### src/core/sms_pkg.sv
// Shared constants and types of the SPI master/slave port.
package sms_pkg;

    // ==========================================================
    // Register byte offsets
    localparam logic [4:0] ADDR_CTRL = 5'h00;
    localparam logic [4:0] ADDR_STAT = 5'h04;
    localparam logic [4:0] ADDR_DATA = 5'h08;
    localparam logic [4:0] ADDR_PIN  = 5'h0c;
    localparam logic [4:0] ADDR_FLAG = 5'h10;

    // ==========================================================
    // Field positions
    localparam int CTRL_WRITE_COLLISION_FLAG = 7;
    localparam int CTRL_OV   = 6;
    localparam int CTRL_EN   = 5;
    localparam int CTRL_CKP  = 4;
    localparam int STAT_SMP  = 7;
    localparam int STAT_CKE  = 6;
    localparam int STAT_BF   = 0;
    localparam int PIN_SDO   = 0;
    localparam int PIN_SCK   = 1;
    localparam int PIN_SS    = 2;
    localparam int PIN_OD    = 3;
    localparam int FLAG_IRQ  = 0;

    // ==========================================================
    // Modes, rates and sequencing
    typedef enum logic [3:0] {
        MODE_DIV4   = 4'h0,
        MODE_DIV16  = 4'h1,
        MODE_DIV64  = 4'h2,
        MODE_TMR2   = 4'h3,
        MODE_SLV_SS = 4'h4,
        MODE_SLV    = 4'h5
    } sms_mode_t;

    typedef enum logic [1:0] {
        PH_IDLE   = 2'h0,
        PH_MASTER = 2'h1,
        PH_SLAVE  = 2'h2
    } sms_phase_t;

    localparam logic [5:0] HALF_DIV4  = 6'h02;
    localparam logic [5:0] HALF_DIV16 = 6'h08;
    localparam logic [5:0] HALF_DIV64 = 6'h20;
    localparam logic [4:0] HALF_LAST  = 5'h0f;
    localparam logic [4:0] HALF_EXTRA = 5'h10;
    localparam logic [3:0] BIT_LAST   = 4'h7;

endpackage

### src/core/sms_baud_if.sv
// Link between the port engine and its bit-rate generator.
`timescale 1ns/1ps
interface sms_baud_if;
    logic       run;
    logic [1:0] rate;
    logic       tmrPulse;
    logic       tick;
    modport gen (input run, input rate, input tmrPulse, output tick);
    modport eng (output run, output rate, output tmrPulse, input tick);
endinterface

### src/core/sms_spi_port.sv
// SPI master/slave serial port with Avalon-MM register access.
//
// Behaviour
// - Shifter moves data MSB first, one bit each way per clock.
// - After eight bits, byte goes to buffer; buffer-full and irq flags set.
// - Next byte shifts in while the previous one waits in the buffer.
// - Buffer write during a transfer is dropped and sets sticky collision flag.
// - Reading the buffer clears buffer-full; master software reads between bytes.
// - Shifter has no address; only buffer reads and writes reach it.
// - Enable bit hands pins to the port; disable, reprogram, enable again.
// - Direction bits: data-out output, clock per mode, select input; else overridden.
// - One open-drain bit makes data-out and clock drivers open drain.
// - Master transfer starts at once on buffer write, clock made here.
// - Master with data-out as input still receives and flags bytes.
// - Master rate is clock/4, /16, /64 or half the timer output.
// - Polarity bit sets clock idle level in both master and slave.
// - With edge select set, data-out is valid before the first edge.
// - Sample phase bit picks middle or end sampling, with edge select.
// - Shift out on programmed edge, latch on the other; same polarity.
// - Slave shifts on external clock and flags after last bit latched.
// - Slave keeps working in sleep; a received byte wakes the device.
// - Mode four: select low drives data-out, select high floats it.
// - Select high in mode four or disable forces bit counter to zero.
// - Device reset disables the port and aborts any transfer.
//
// Chosen here: the Avalon-MM slave port and the placing of the registers.
`timescale 1ns/1ps
module sms_spi_port (
    // Clock and reset
    input  wire logic        ref_clk,
    input  wire logic        resetn,
    // Avalon-MM slave
    input  wire logic [4:0]  avs_address,
    input  wire logic        avs_read,
    input  wire logic        avs_write,
    input  wire logic [31:0] avs_writedata,
    input  wire logic [3:0]  avs_byteenable,
    output logic      [31:0] avs_readdata,
    output logic             avs_waitrequest,
    // Serial pins
    input  wire logic        sckIn,
    output logic             sckOut,
    output logic             sckOe,
    input  wire logic        sdiIn,
    output logic             sdoOut,
    output logic             sdoOe,
    input  wire logic        selectN,
    // System
    input  wire logic        timerTwoOutput,
    output logic             portIrqFlag
);
    typedef struct packed {
        logic [31:0]         rdata;
        logic                wreq;
        logic                write_collision_flag;
        logic                ov;
        logic                en;
        logic                clock_idle_polarity;
        logic [3:0]          mode;
        logic                input_sample_phase;
        logic                cke;
        logic                bf;
        logic                irq;
        logic                sdoDir;
        logic                sckDir;
        logic                ssDir;
        logic                od;
        logic [7:0]          buffer;
        logic [7:0]          shifter;
        logic [3:0]          bitCnt;
        logic [4:0]          halfIdx;
        sms_pkg::sms_phase_t ph;
        logic                sdoBit;
        logic                sckLvl;
        logic [1:0]          sckS;
        logic [1:0]          sdiS;
        logic [1:0]          ssS;
        logic                sckPrev;
        logic                sckOut;
        logic                sckOe;
        logic                sdoOut;
        logic                sdoOe;
    } sms_state_t;

    sms_state_t st;
    sms_state_t next_st;
    sms_baud_if bif ();

    logic       sck;
    logic       sdi;
    logic       isMaster;
    logic       isSlave;
    logic       selActive;
    logic       busy;
    logic       acc;
    logic       done;
    logic       wrOk;
    logic       rxDone;
    logic [7:0] rxByte;
    logic [7:0] shifted;
    logic       mLead;
    logic       mTrail;
    logic       smpNow;
    logic       last;
    logic       outNow;
    logic       sLead;
    logic       sTrail;
    logic       setWcol;
    logic       sckDrv;
    logic       sdoDrv;
    logic       sckVal;

    sms_baud_gen #(
        .CNT_W (6)
    ) u_baud (
        .ref_clk (ref_clk),
        .resetn  (resetn),
        .b       (bif.gen)
    );

    // ==========================================================
    // Decode of the current configuration
    assign sck      = st.sckS[1];
    assign sdi      = st.sdiS[1];
    assign isMaster = st.en && (st.mode[3:2] == 2'h0);
    assign isSlave  = st.en && (st.mode == sms_pkg::MODE_SLV_SS || st.mode == sms_pkg::MODE_SLV);
    // A select pin turned to output loses its select function and the slave stays selected.
    assign selActive = !(st.mode == sms_pkg::MODE_SLV_SS && st.ssDir) || !st.ssS[1];
    assign busy = (st.ph == sms_pkg::PH_MASTER) || (st.ph == sms_pkg::PH_SLAVE && st.bitCnt != 4'h0);
    assign acc  = (avs_read || avs_write) && st.wreq;
    assign done = (avs_read || avs_write) && !st.wreq;
    assign wrOk = done && avs_write && avs_byteenable[0];

    assign bif.run      = st.ph == sms_pkg::PH_MASTER;
    assign bif.rate     = st.mode[1:0];
    assign bif.tmrPulse = timerTwoOutput;

    // ==========================================================
    // Next-state logic
    always_comb begin
        next_st = st;
        rxDone  = 1'h0;
        rxByte  = st.shifter;
        setWcol = 1'h0;
        shifted = {st.shifter[6:0], sdi};
        mLead   = !st.halfIdx[0] && !st.halfIdx[4];
        mTrail  = st.halfIdx[0];
        smpNow  = 1'h0;
        last    = 1'h0;
        outNow  = 1'h0;
        sLead   = (sck != st.sckPrev) && (sck != st.clock_idle_polarity);
        sTrail  = (sck != st.sckPrev) && (sck == st.clock_idle_polarity);

        next_st.sckS    = {st.sckS[0], sckIn};
        next_st.sdiS    = {st.sdiS[0], sdiIn};
        next_st.ssS     = {st.ssS[0], selectN};
        next_st.sckPrev = sck;

        // Register bus: answer one cycle after the request is seen.
        next_st.wreq = !acc;
        if (acc) begin
            unique case (avs_address)
                sms_pkg::ADDR_CTRL: next_st.rdata = {24'h0, st.write_collision_flag, st.ov, st.en, st.clock_idle_polarity, st.mode};
                sms_pkg::ADDR_STAT: next_st.rdata = {24'h0, st.input_sample_phase, st.cke, 5'h0, st.bf};
                sms_pkg::ADDR_DATA: next_st.rdata = {24'h0, st.buffer};
                sms_pkg::ADDR_PIN:  next_st.rdata = {28'h0, st.od, st.ssDir, st.sckDir, st.sdoDir};
                sms_pkg::ADDR_FLAG: next_st.rdata = {31'h0, st.irq};
                default:            next_st.rdata = 32'h0;
            endcase
        end

        // Engine sequencing.
        unique case (st.ph)
            sms_pkg::PH_IDLE: begin
                next_st.sckLvl = st.clock_idle_polarity;
                if (isSlave) begin
                    next_st.ph = sms_pkg::PH_SLAVE;
                end
            end
            sms_pkg::PH_MASTER: begin
                if (!isMaster) begin
                    next_st.ph = sms_pkg::PH_IDLE;
                end else if (bif.tick) begin
                    smpNow = st.cke ? (st.input_sample_phase ? mTrail : mLead)
                                    : (st.input_sample_phase ? ((mLead && st.halfIdx != 5'h0) || st.halfIdx[4]) : mTrail);
                    last   = (!st.cke && st.input_sample_phase) ? (st.halfIdx == sms_pkg::HALF_EXTRA)
                                                 : (st.halfIdx == sms_pkg::HALF_LAST);
                    outNow = st.cke ? mTrail : mLead;
                    if (!st.halfIdx[4]) begin
                        next_st.sckLvl = !st.sckLvl;
                    end
                    if (smpNow) begin
                        next_st.shifter = shifted;
                    end
                    if (outNow && !last) begin
                        next_st.sdoBit = smpNow ? st.shifter[6] : st.shifter[7];
                    end
                    if (last) begin
                        rxDone     = 1'h1;
                        rxByte     = smpNow ? shifted : st.shifter;
                        next_st.ph = sms_pkg::PH_IDLE;
                    end else begin
                        next_st.halfIdx = st.halfIdx + 5'h1;
                    end
                end
            end
            sms_pkg::PH_SLAVE: begin
                if (!isSlave) begin
                    next_st.ph = sms_pkg::PH_IDLE;
                end else if (!selActive) begin
                    next_st.bitCnt = 4'h0;
                    next_st.sdoBit = st.shifter[7];
                end else if (st.cke ? sLead : sTrail) begin
                    next_st.shifter = shifted;
                    if (st.bitCnt == sms_pkg::BIT_LAST) begin
                        next_st.bitCnt = 4'h0;
                        rxDone = 1'h1;
                        rxByte = shifted;
                    end else begin
                        next_st.bitCnt = st.bitCnt + 4'h1;
                    end
                end else if (st.cke ? sTrail : sLead) begin
                    next_st.sdoBit = st.shifter[7];
                end
            end
            default: begin
                next_st.ph = sms_pkg::PH_IDLE;
            end
        endcase

        // Software writes.
        if (wrOk) begin
            unique case (avs_address)
                sms_pkg::ADDR_CTRL: begin
                    next_st.write_collision_flag = avs_writedata[sms_pkg::CTRL_WRITE_COLLISION_FLAG];
                    next_st.ov   = avs_writedata[sms_pkg::CTRL_OV];
                    next_st.en   = avs_writedata[sms_pkg::CTRL_EN];
                    next_st.clock_idle_polarity  = avs_writedata[sms_pkg::CTRL_CKP];
                    next_st.mode = avs_writedata[3:0];
                end
                sms_pkg::ADDR_STAT: begin
                    next_st.input_sample_phase = avs_writedata[sms_pkg::STAT_SMP];
                    next_st.cke = avs_writedata[sms_pkg::STAT_CKE];
                end
                sms_pkg::ADDR_DATA: begin
                    if (busy) begin
                        setWcol = 1'h1;
                    end else begin
                        next_st.buffer  = avs_writedata[7:0];
                        next_st.shifter = avs_writedata[7:0];
                        // Bit 7 is on the pin before any clock edge.
                        next_st.sdoBit  = avs_writedata[7];
                        if (isMaster) begin
                            next_st.ph      = sms_pkg::PH_MASTER;
                            next_st.halfIdx = 5'h0;
                            next_st.sckLvl  = st.clock_idle_polarity;
                        end
                    end
                end
                sms_pkg::ADDR_PIN: begin
                    next_st.sdoDir = avs_writedata[sms_pkg::PIN_SDO];
                    next_st.sckDir = avs_writedata[sms_pkg::PIN_SCK];
                    next_st.ssDir  = avs_writedata[sms_pkg::PIN_SS];
                    next_st.od     = avs_writedata[sms_pkg::PIN_OD];
                end
                sms_pkg::ADDR_FLAG: begin
                    if (avs_writedata[sms_pkg::FLAG_IRQ]) begin
                        next_st.irq = 1'h0;
                    end
                end
                default: begin
                end
            endcase
        end
        if (done && avs_read && avs_address == sms_pkg::ADDR_DATA) begin
            next_st.bf = 1'h0;
        end

        // Hardware sets come last so an event beats a clear in the same cycle.
        if (setWcol) begin
            next_st.write_collision_flag = 1'h1;
        end
        if (rxDone) begin
            // The shifter is free again while this byte waits here.
            next_st.buffer = rxByte;
            next_st.bf     = 1'h1;
            next_st.irq    = 1'h1;
            if (st.bf && st.ph == sms_pkg::PH_SLAVE) begin
                next_st.ov = 1'h1;
            end
        end

        if (!st.en) begin
            next_st.ph      = sms_pkg::PH_IDLE;
            next_st.bitCnt  = 4'h0;
            next_st.halfIdx = 5'h0;
            next_st.bf      = 1'h0;
            next_st.sckLvl  = st.clock_idle_polarity;
        end

        // Pin drivers, registered so every output leaves a flip-flop.
        sckDrv = isMaster && !st.sckDir;
        sdoDrv = (isMaster || (isSlave && selActive)) && !st.sdoDir;
        sckVal = st.sckLvl;
        next_st.sckOut = st.od ? 1'h0 : sckVal;
        next_st.sckOe  = sckDrv && (!st.od || !sckVal);
        next_st.sdoOut = st.od ? 1'h0 : st.sdoBit;
        next_st.sdoOe  = sdoDrv && (!st.od || !st.sdoBit);
    end

    // ==========================================================
    // State register
    always_ff @(posedge ref_clk or negedge resetn) begin
        if (!resetn) begin
            st      <= '0;
            st.wreq <= 1'h1;
            st.ssS  <= 2'h3;
        end else begin
            st <= next_st;
        end
    end

    assign avs_readdata    = st.rdata;
    assign avs_waitrequest = st.wreq;
    assign sckOut          = st.sckOut;
    assign sckOe           = st.sckOe;
    assign sdoOut          = st.sdoOut;
    assign sdoOe           = st.sdoOe;
    assign portIrqFlag     = st.irq;

    // ==========================================================
    // Checks
    a_bus_answer: assert property (@(posedge ref_clk) disable iff (!resetn)
        (avs_read || avs_write) && avs_waitrequest |=> !avs_waitrequest)
        else $error("bus request not answered in one cycle");

    a_rx_flags: assert property (@(posedge ref_clk) disable iff (!resetn)
        rxDone && st.en |=> st.bf && st.irq && st.buffer == $past(rxByte))
        else $error("received byte not stored and flagged");

    a_write_collision_flag_set: assert property (@(posedge ref_clk) disable iff (!resetn)
        wrOk && avs_address == sms_pkg::ADDR_DATA && busy && !rxDone |=> st.write_collision_flag && $stable(st.buffer))
        else $error("write during transfer not refused");

    a_read_clears: assert property (@(posedge ref_clk) disable iff (!resetn)
        done && avs_read && avs_address == sms_pkg::ADDR_DATA && !rxDone |=> !st.bf)
        else $error("buffer read did not clear buffer full");

    a_master_start: assert property (@(posedge ref_clk) disable iff (!resetn)
        wrOk && avs_address == sms_pkg::ADDR_DATA && isMaster && !busy
        |=> st.ph == sms_pkg::PH_MASTER && st.sdoBit == $past(avs_writedata[7]))
        else $error("master transfer did not start on buffer write");

    a_msb_first: assert property (@(posedge ref_clk) disable iff (!resetn)
        st.ph == sms_pkg::PH_MASTER && isMaster && bif.tick && smpNow && !last
        |=> st.shifter == {$past(st.shifter[6:0]), $past(sdi)})
        else $error("shifter did not move MSB first");

    a_ss_release: assert property (@(posedge ref_clk) disable iff (!resetn)
        isSlave && st.mode == sms_pkg::MODE_SLV_SS && st.ssDir && st.ssS[1] |=> !sdoOe)
        else $error("data-out driven while deselected");

    a_deselect_rst: assert property (@(posedge ref_clk) disable iff (!resetn)
        st.ph == sms_pkg::PH_SLAVE && isSlave && !selActive |=> st.bitCnt == 4'h0)
        else $error("bit counter not cleared on deselect");

    a_disable_clr: assert property (@(posedge ref_clk) disable iff (!resetn)
        !st.en |=> st.bitCnt == 4'h0 && !st.bf && st.ph == sms_pkg::PH_IDLE)
        else $error("disable left transfer state behind");

    a_od_low: assert property (@(posedge ref_clk) disable iff (!resetn)
        st.od |=> !sdoOut && !sckOut)
        else $error("open-drain pin driven high");

    a_sck_idle: assert property (@(posedge ref_clk) disable iff (!resetn)
        st.ph == sms_pkg::PH_IDLE && isMaster && !st.sckDir && !st.od ##1 st.ph == sms_pkg::PH_IDLE
        |=> sckOut == $past(st.clock_idle_polarity, 2))
        else $error("serial clock not at idle level");

    a_master_len: assert property (@(posedge ref_clk) disable iff (!resetn)
        st.ph == sms_pkg::PH_MASTER && isMaster && bif.tick && !st.halfIdx[4] |=> st.sckLvl != $past(st.sckLvl))
        else $error("master clock did not toggle on tick");
endmodule

### src/core/sms_baud_gen.sv
// Master bit-rate generator: one tick per half serial clock period.
`timescale 1ns/1ps
module sms_baud_gen #(
    parameter int CNT_W = 6
) (
    // Clock and reset
    input  wire logic ref_clk,
    input  wire logic resetn,
    // Engine side
    sms_baud_if.gen   b
);
    typedef struct packed {
        logic [CNT_W-1:0] cnt;
    } sms_gen_t;

    sms_gen_t         st;
    sms_gen_t         next_st;
    logic             tk;
    logic [CNT_W-1:0] lim;

    // ==========================================================
    // Divider
    always_comb begin
        next_st = st;
        tk = 1'h0;
        unique case (b.rate)
            2'h0:    lim = CNT_W'(sms_pkg::HALF_DIV4);
            2'h1:    lim = CNT_W'(sms_pkg::HALF_DIV16);
            default: lim = CNT_W'(sms_pkg::HALF_DIV64);
        endcase
        if (!b.run) begin
            next_st.cnt = '0;
        end else if (b.rate == 2'h3) begin
            // Each timer pulse flips the clock, so the bit rate is half the timer rate.
            tk = b.tmrPulse;
        end else if (st.cnt == lim - CNT_W'(1)) begin
            tk = 1'h1;
            next_st.cnt = '0;
        end else begin
            next_st.cnt = st.cnt + CNT_W'(1);
        end
    end

    assign b.tick = tk;

    always_ff @(posedge ref_clk or negedge resetn) begin
        if (!resetn) begin
            st <= '0;
        end else begin
            st <= next_st;
        end
    end

    a_tick_spacing: assert property (@(posedge ref_clk) disable iff (!resetn)
        (b.tick && b.run && b.rate == 2'h0) ##1 (b.run && b.rate == 2'h0) |-> !b.tick ##1 b.tick)
        else $error("fastest rate tick spacing is not two cycles");
endmodule

### config.mk
export PLATFORM = sky130hd
export DESIGN_NAME = sms_spi_port
export DESIGN_NICKNAME = d
export VERILOG_FILES = /design/src/core/sms_pkg.sv /design/src/core/sms_baud_if.sv /design/src/core/sms_spi_port.sv /design/src/core/sms_baud_gen.sv
export SDC_FILE = /design/constraint.sdc
export NUM_CORES = 1
export LEC_CHECK = 0
export BUFFER_PORTS_ARGS = -buffer_cell sky130_fd_sc_hd__buf_2
export CAP_MARGIN = 25
export CELL_PAD_IN_SITES_DETAIL_PLACEMENT = 1
export CELL_PAD_IN_SITES_GLOBAL_PLACEMENT = 1
export CORE_MARGIN = 2
export CORE_UTILIZATION = 30
export DETAILED_ROUTE_END_ITERATION = 16
export HOLD_SLACK_MARGIN = 0.06
export PLACE_DENSITY = 0.7
export RECOVER_POWER = 50
export SLEW_MARGIN = 20
export SYNTH_ARGS = -nofsm -noshare
export SYNTH_HDL_FRONTEND = slang
export SYNTH_SLANG_ARGS = --single-unit
### constraint.sdc
create_clock -name ref_clk -period 2.38 [get_ports ref_clk]
set_input_delay 0.476 -clock ref_clk [delete_from_list [all_inputs] [get_ports ref_clk]]
set_output_delay 0.476 -clock ref_clk [all_outputs]
set_load 0.1 [all_outputs]
; Word level (Yosys, flattened, before mapping)
; Cells that the tools add are included.
[word_totals]
ff_bits = 95
in_bits = 49
out_inout_bits = 38
word_cells = 208
[op_classes]
add_sub_neg = 4
eq_ne = 23
n_mux = 88
reduce_logical = 62
[op_table]
columns = op, n
row1 = $mux 8, 13
row2 = $pmux 8 s5, 1
row3 = $mux 1, 38
row4 = $mux 9, 4
row5 = $mux 16, 2
row6 = $pmux 8 s2, 2
row7 = $mux 12, 2
row8 = $logic_and 1x1->1, 22
row9 = $mux 21, 1
row10 = $mux 6, 3
row11 = $mux 4, 4
row12 = $eq 5x4->1 const B, 3
row13 = $mux 5, 3
row14 = $mux 2, 7
row15 = $logic_not 1->1, 13
row16 = $eq 4x3->1 const B, 3
row17 = $pmux 6 s2, 1
row18 = $reduce_bool 2->1, 6
row19 = $mux 11, 1
row20 = $eq 5x5->1 const B, 2
row21 = $mux 10, 1
row22 = $reduce_and 3->1, 3
row23 = $logic_or 1x1->1, 8
row24 = $reduce_and 2->1, 4
row25 = 21 further kinds, 30

; Depth between registers and ports, before layout
[depth]
ltp_word = 16
depth_mapped = 10
mapped_depth_nobuf = 8

; Cells and area by module
; A second synthesis with hierarchy kept.
[hier_totals]
hier_cells = 476
hier_area_um2 = 4569.4
[by_module_without_submodules]
columns = mod, instances, cells_each, area_each_um2, seq_area_each_um2
row1 = sms_spi_port, 1, 432, 4165.2, 1630.3
row2 = sms_baud_gen, 1, 44, 404.1, 150.1

; Worst setup path before layout
; OpenSTA, ideal clock, no wires.
[synth_timing]
kind = reg2reg
from = register st, in the netlist bif.rate[1]
to = register st[19] in the netlist's numbering
setup_ns = 0.137
arrival_time_ns = 2.461
required_time_ns = 2.243
setup_slack_ns = -0.217
stages_incl_launch_ff = 11
n_path_buf = 2
synth_period_minus_slack_ns = 2.597
cell_sequence = dfrtp_1 -> buf_2 -> or2_2 -> ha_1 -> xor2_1 -> o211ai_1 -> o31ai_1 -> buf_2 -> nor4b_1 -> xnor2_1 -> nor2_1
[synth_rtl]
columns = item, line_no
row1 = "start, declared", sms_spi_port.sv:85  ; sms_state_t st;
row2 = "start signal, assigned", sms_spi_port.sv:319  ; st <= next_st;

; Final worst setup path
[layout_timing]
from = register st[16] in the netlist's numbering
to = register st[36] in the netlist's numbering
[layout_between]
elab_chain_cells = 11
word_cells_on_any_way = 22
cone_classes = 3 x eq/ne / 13 x mux / 6 x reduce/logical
[layout_lines]
columns = item, line_no
row1 = $reduce_bool 5->1, sms_spi_port.sv:185  ; : (st.input_sample_phase ? ((mLead && st.halfIdx != 5'h0) || st.halfIdx[4]) : mTrail);
row2 = $logic_and 1x1->1, sms_spi_port.sv:185
row3 = $logic_or 1x1->1, sms_spi_port.sv:185
row4 = $mux 1, sms_spi_port.sv:185
row5 = $mux 1, sms_spi_port.sv:184  ; smpNow = st.cke ? (st.input_sample_phase ? mTrail : mLead)
row6 = $mux 8, sms_spi_port.sv:200  ; rxByte = smpNow ? shifted : st.shifter;
row7 = $mux 8, sms_spi_port.sv:198  ; if (last) begin
row8 = $mux 8, sms_spi_port.sv:183  ; end else if (bif.tick) begin
row9 = $mux 8, sms_spi_port.sv:181  ; if (!isMaster) begin
row10 = $pmux 8 s2, sms_spi_port.sv:173  ; unique case (st.ph)
row11 = $mux 8, sms_spi_port.sv:283  ; if (rxDone) begin
; Parallel ways exist; a longest one is shown, timed or not.
; A chain may end at the register's enable or synchronous reset.

==> reports/metrics.yaml <==
run_status: "finished, violations left"
failed_checks: "capacitance limit, slew limit, setup timing"
numCtsBuffers: 9
clk_pin_slew_ns: 0.06
achievable-frequency_mhz: 384
clock_sinks: 71
postRouteAntennaNets: 0
hold_violation_total_from_the_final_report: 0
pre_cts_slack_ns: -0.332
grt_use_total: 0.178
worst_r2r_path_depth: 8
place.detailed.instances: 730
worst_hold_path_type: "in2reg"
route.detailed.drc: 0
final.setup_skew_ns: 0.0102
worst-path-max-fanout: 8
yosys.cell_count.top_type: "dfrtp_1"
antenna_cells_inserted: 0
ys_top_cells_by_area: "dfrtp_1 38%, mux2i_1 6.4%, buf_4 5.3%"
cts_hold_buffers: 0
io_pins: 87
synth.top_cells.by_count: "68 x dfrtp_1, 43 x nand2_1, 34 x o21ai_0, 32 x buf_4, 29 x mux2i_1"
irDropWorstVdd_uv: 295
endpoint_kind: "flop"
place.detailed.hpwl_mm: 10.1
synthesis.area_per_instance_sq_um: 9.44
antenna_found_initial: 0
global_route.overflow_total: 0
cts_htree_levels: 3
seq_area_frac_synth: 0.396
io_buffers: 35
setup.reg_to_reg.worst_slack_ns: -0.23
worst_ep_required_time_ns: 2.63
synth_largest_type_area_fraction: 0.378
clkLatencyLatePin_ns: 0.34
worstPathArrival_ns: 2.86
post-synth-top-area-cell: "dfrtp_1"
router_iterations_before_antenna_repair: 5
crit_path_start_kind: "flop"
grt_max_degree: 39
netlist_instances: 477
dieHeight_um: 126
synthArstFlopShare: 1.00
post_route_cells_drive_above_1_share: 0.341
initial_core_util: 0.308
endpoint: "st[36]"
ys.warnings.count: 0
max-cap-violations: 1
routed_wire_length_per_instance_um: 19.3
finalWirelength_mm: 14.5
slew_viol_final: 35
finalNetCount: 623
routabilityCongestion: 0.873
drt_iter0_drc: 305
synth_top_flop_cell: "dfrtp_1"
setup_viol: 21
netlist_area_sq_mm: 0.00450
postLayoutSetupSlackWorst_ns: -0.227
power_per_cell_area_mw_per_mm2: 598
viasPerCell: 5.38
worst_pin_slew_ns: 1.93
slew-limit-headroom: -0.287
cp-startpoint: "st[16]"
number_of_placement_rows: 44
areaGrowthSynthToFinish_pct: 29.6
grt_pass1_vias: 4354
number_of_synthesized_flops_with_an_enable_pin: 0
synth_seq_cells: 71
tritoncts: "done"
grt_first_pass_wirelength_mm: 22.9
die_width_um: 126
startpoint_of_the_lowest_slack_register_to_register_path: "st[16]"
criticalPathCategory: "reg2reg"
timing.rr.end: "st[36]"
maximum_clock_insertion_buffer_count: 2
grt_setup_unrepaired: "yes"
fin_cells: 753
layout_min_cycle_time_ns: 2.61
timing.final.crit_share: 1.10
utilization_after_layout: 0.400
cts.root.buffer_cell: "clkbuf_16"
route.vias.total: 4048
synth.lib_cells_used.distinct: 67
die_area_sq_mm: 0.0160
power_leakage_nw: 2.58
core_area_sq_mm: 0.0146
## cell usage in the layout, fill, tap and decap left out, types with 6 or more instances in the layout
master,n
a21oi_2,8
inv_1,18
o221ai_2,7
o21ai_0,27
mux2i_1,28
dfrtp_1,68
conb_1,24
and2_1,6
a211oi_1,7
o21ai_1,10
nand2b_1,9
nor3_1,13
buf_2,33
and2_2,7
nand2_1,42
a222oi_1,6
nand3_1,8
a31oi_1,7
ha_1,9
clkbuf_16,9
mux2_2,15
nor2_1,20
a21oi_1,16
buf_4,66
## critical path: stages (launching register included)
cell and delay (ns):
dfrtp_1 0.38, or4b_4 0.54, or3_4 0.43, buf_4 0.16
nand2_1 0.14, nor4bb_4 0.36, buf_6 0.20, a21oi_1 0.11
a21oi_1 0.21
## layer usage
metal | track usage | share of wire | vias to the layer above
met5 | 0 | 0 | -
met2 | 0.308 | 0.51 | 126
met4 | 0.0821 | 0.031 | 0
li1 | - | - | 1859
met1 | 0.223 | 0.42 | 2028
met3 | 0.0202 | 0.040 | 35
## stage by stage
stage | hold WS, ns | cell area (sq um) | TNS, ns | total power [W]
2_1_floorplan | 0.180 | 4640 | -0.207 | 0.00179
3_3_place_gp | 0.333 | 5200 | -5.34 | 0.00193
3_5_place_dp | 0.336 | 5200 | -6.33 | 0.00196
4_1_cts | 0.113 | 5700 | -0.404 | 0.00348
5_1_grt | 0.237 | 5830 | -8.60 | 0.00360
6_report | 0.235 | 5830 | -1.78 | 0.00349
## logic make-up (layout without fill, tap and decap cells)
logic type | count (synthesis) | in the layout | share of synthesized area
AND/OR/NAND/NOR | 145 | 145 | 0.177
AO/OA/AOI/OAI | 123 | 124 | 0.183
buffers and inverters | 72 | 140 | 0.0909
flip-flops | 71 | 71 | 0.396
multiplexers | 45 | 45 | 0.105
adder cells (fa/ha/maj) | 10 | 10 | 0.0278
XOR/XNOR | 10 | 10 | 0.0195
other | 1 | 24 | 0.000833
## sequential cells by signal, summed over array words and instances (netlist names)
name and count:
portIrqFlag 1, bif.rate 2, next_st 4, sdi 1, sdoOut 1, shifted 7, sckOe 1, mTrail 1
u_baud.st 6, avs_readdata 8, avs_waitrequest 1, sdoOe 1, sckOut 1, st 35, sckVal 1
## worst min path at each step
stage | from | endpoint | depth (start not counted)
final | selectN | next_st[6] | 1
after global routing | selectN | next_st[6] | 1
after CTS | resetn | shifted[5] | 1
after detailed placement | next_st[8] | sdi | 0
after global placement | next_st[8] | sdi | 0
after floorplan | resetn | avs_readdata[0] | 0
## where the power goes
group	switching, W	internal [W]	leakage [nW]
sequential	0.0000804	0.00128	0.919
clock	0.000540	0.000973	0.158
combinational	0.000451	0.000166	1.50
total	0.00107	0.00242	2.58
## layout make-up
class                   count  area [sq um]
clock buffers              11           253
clock inverters             5          80.1
fillers                  1642          8760
inverters                  19          71.3
multi-input cells         358          2700
flip-flops and latches     71          1780
well taps                 184           230
repair buffers            105           713
## repair_timing
action	4_1_cts	5_1_grt
cloned	1	0
buffers inserted	4	2
resized for setup	29	25
pin swaps	6	16
setup endpoints to repair	30	28
No activity file was read; power rests on OpenSTA's default activity.
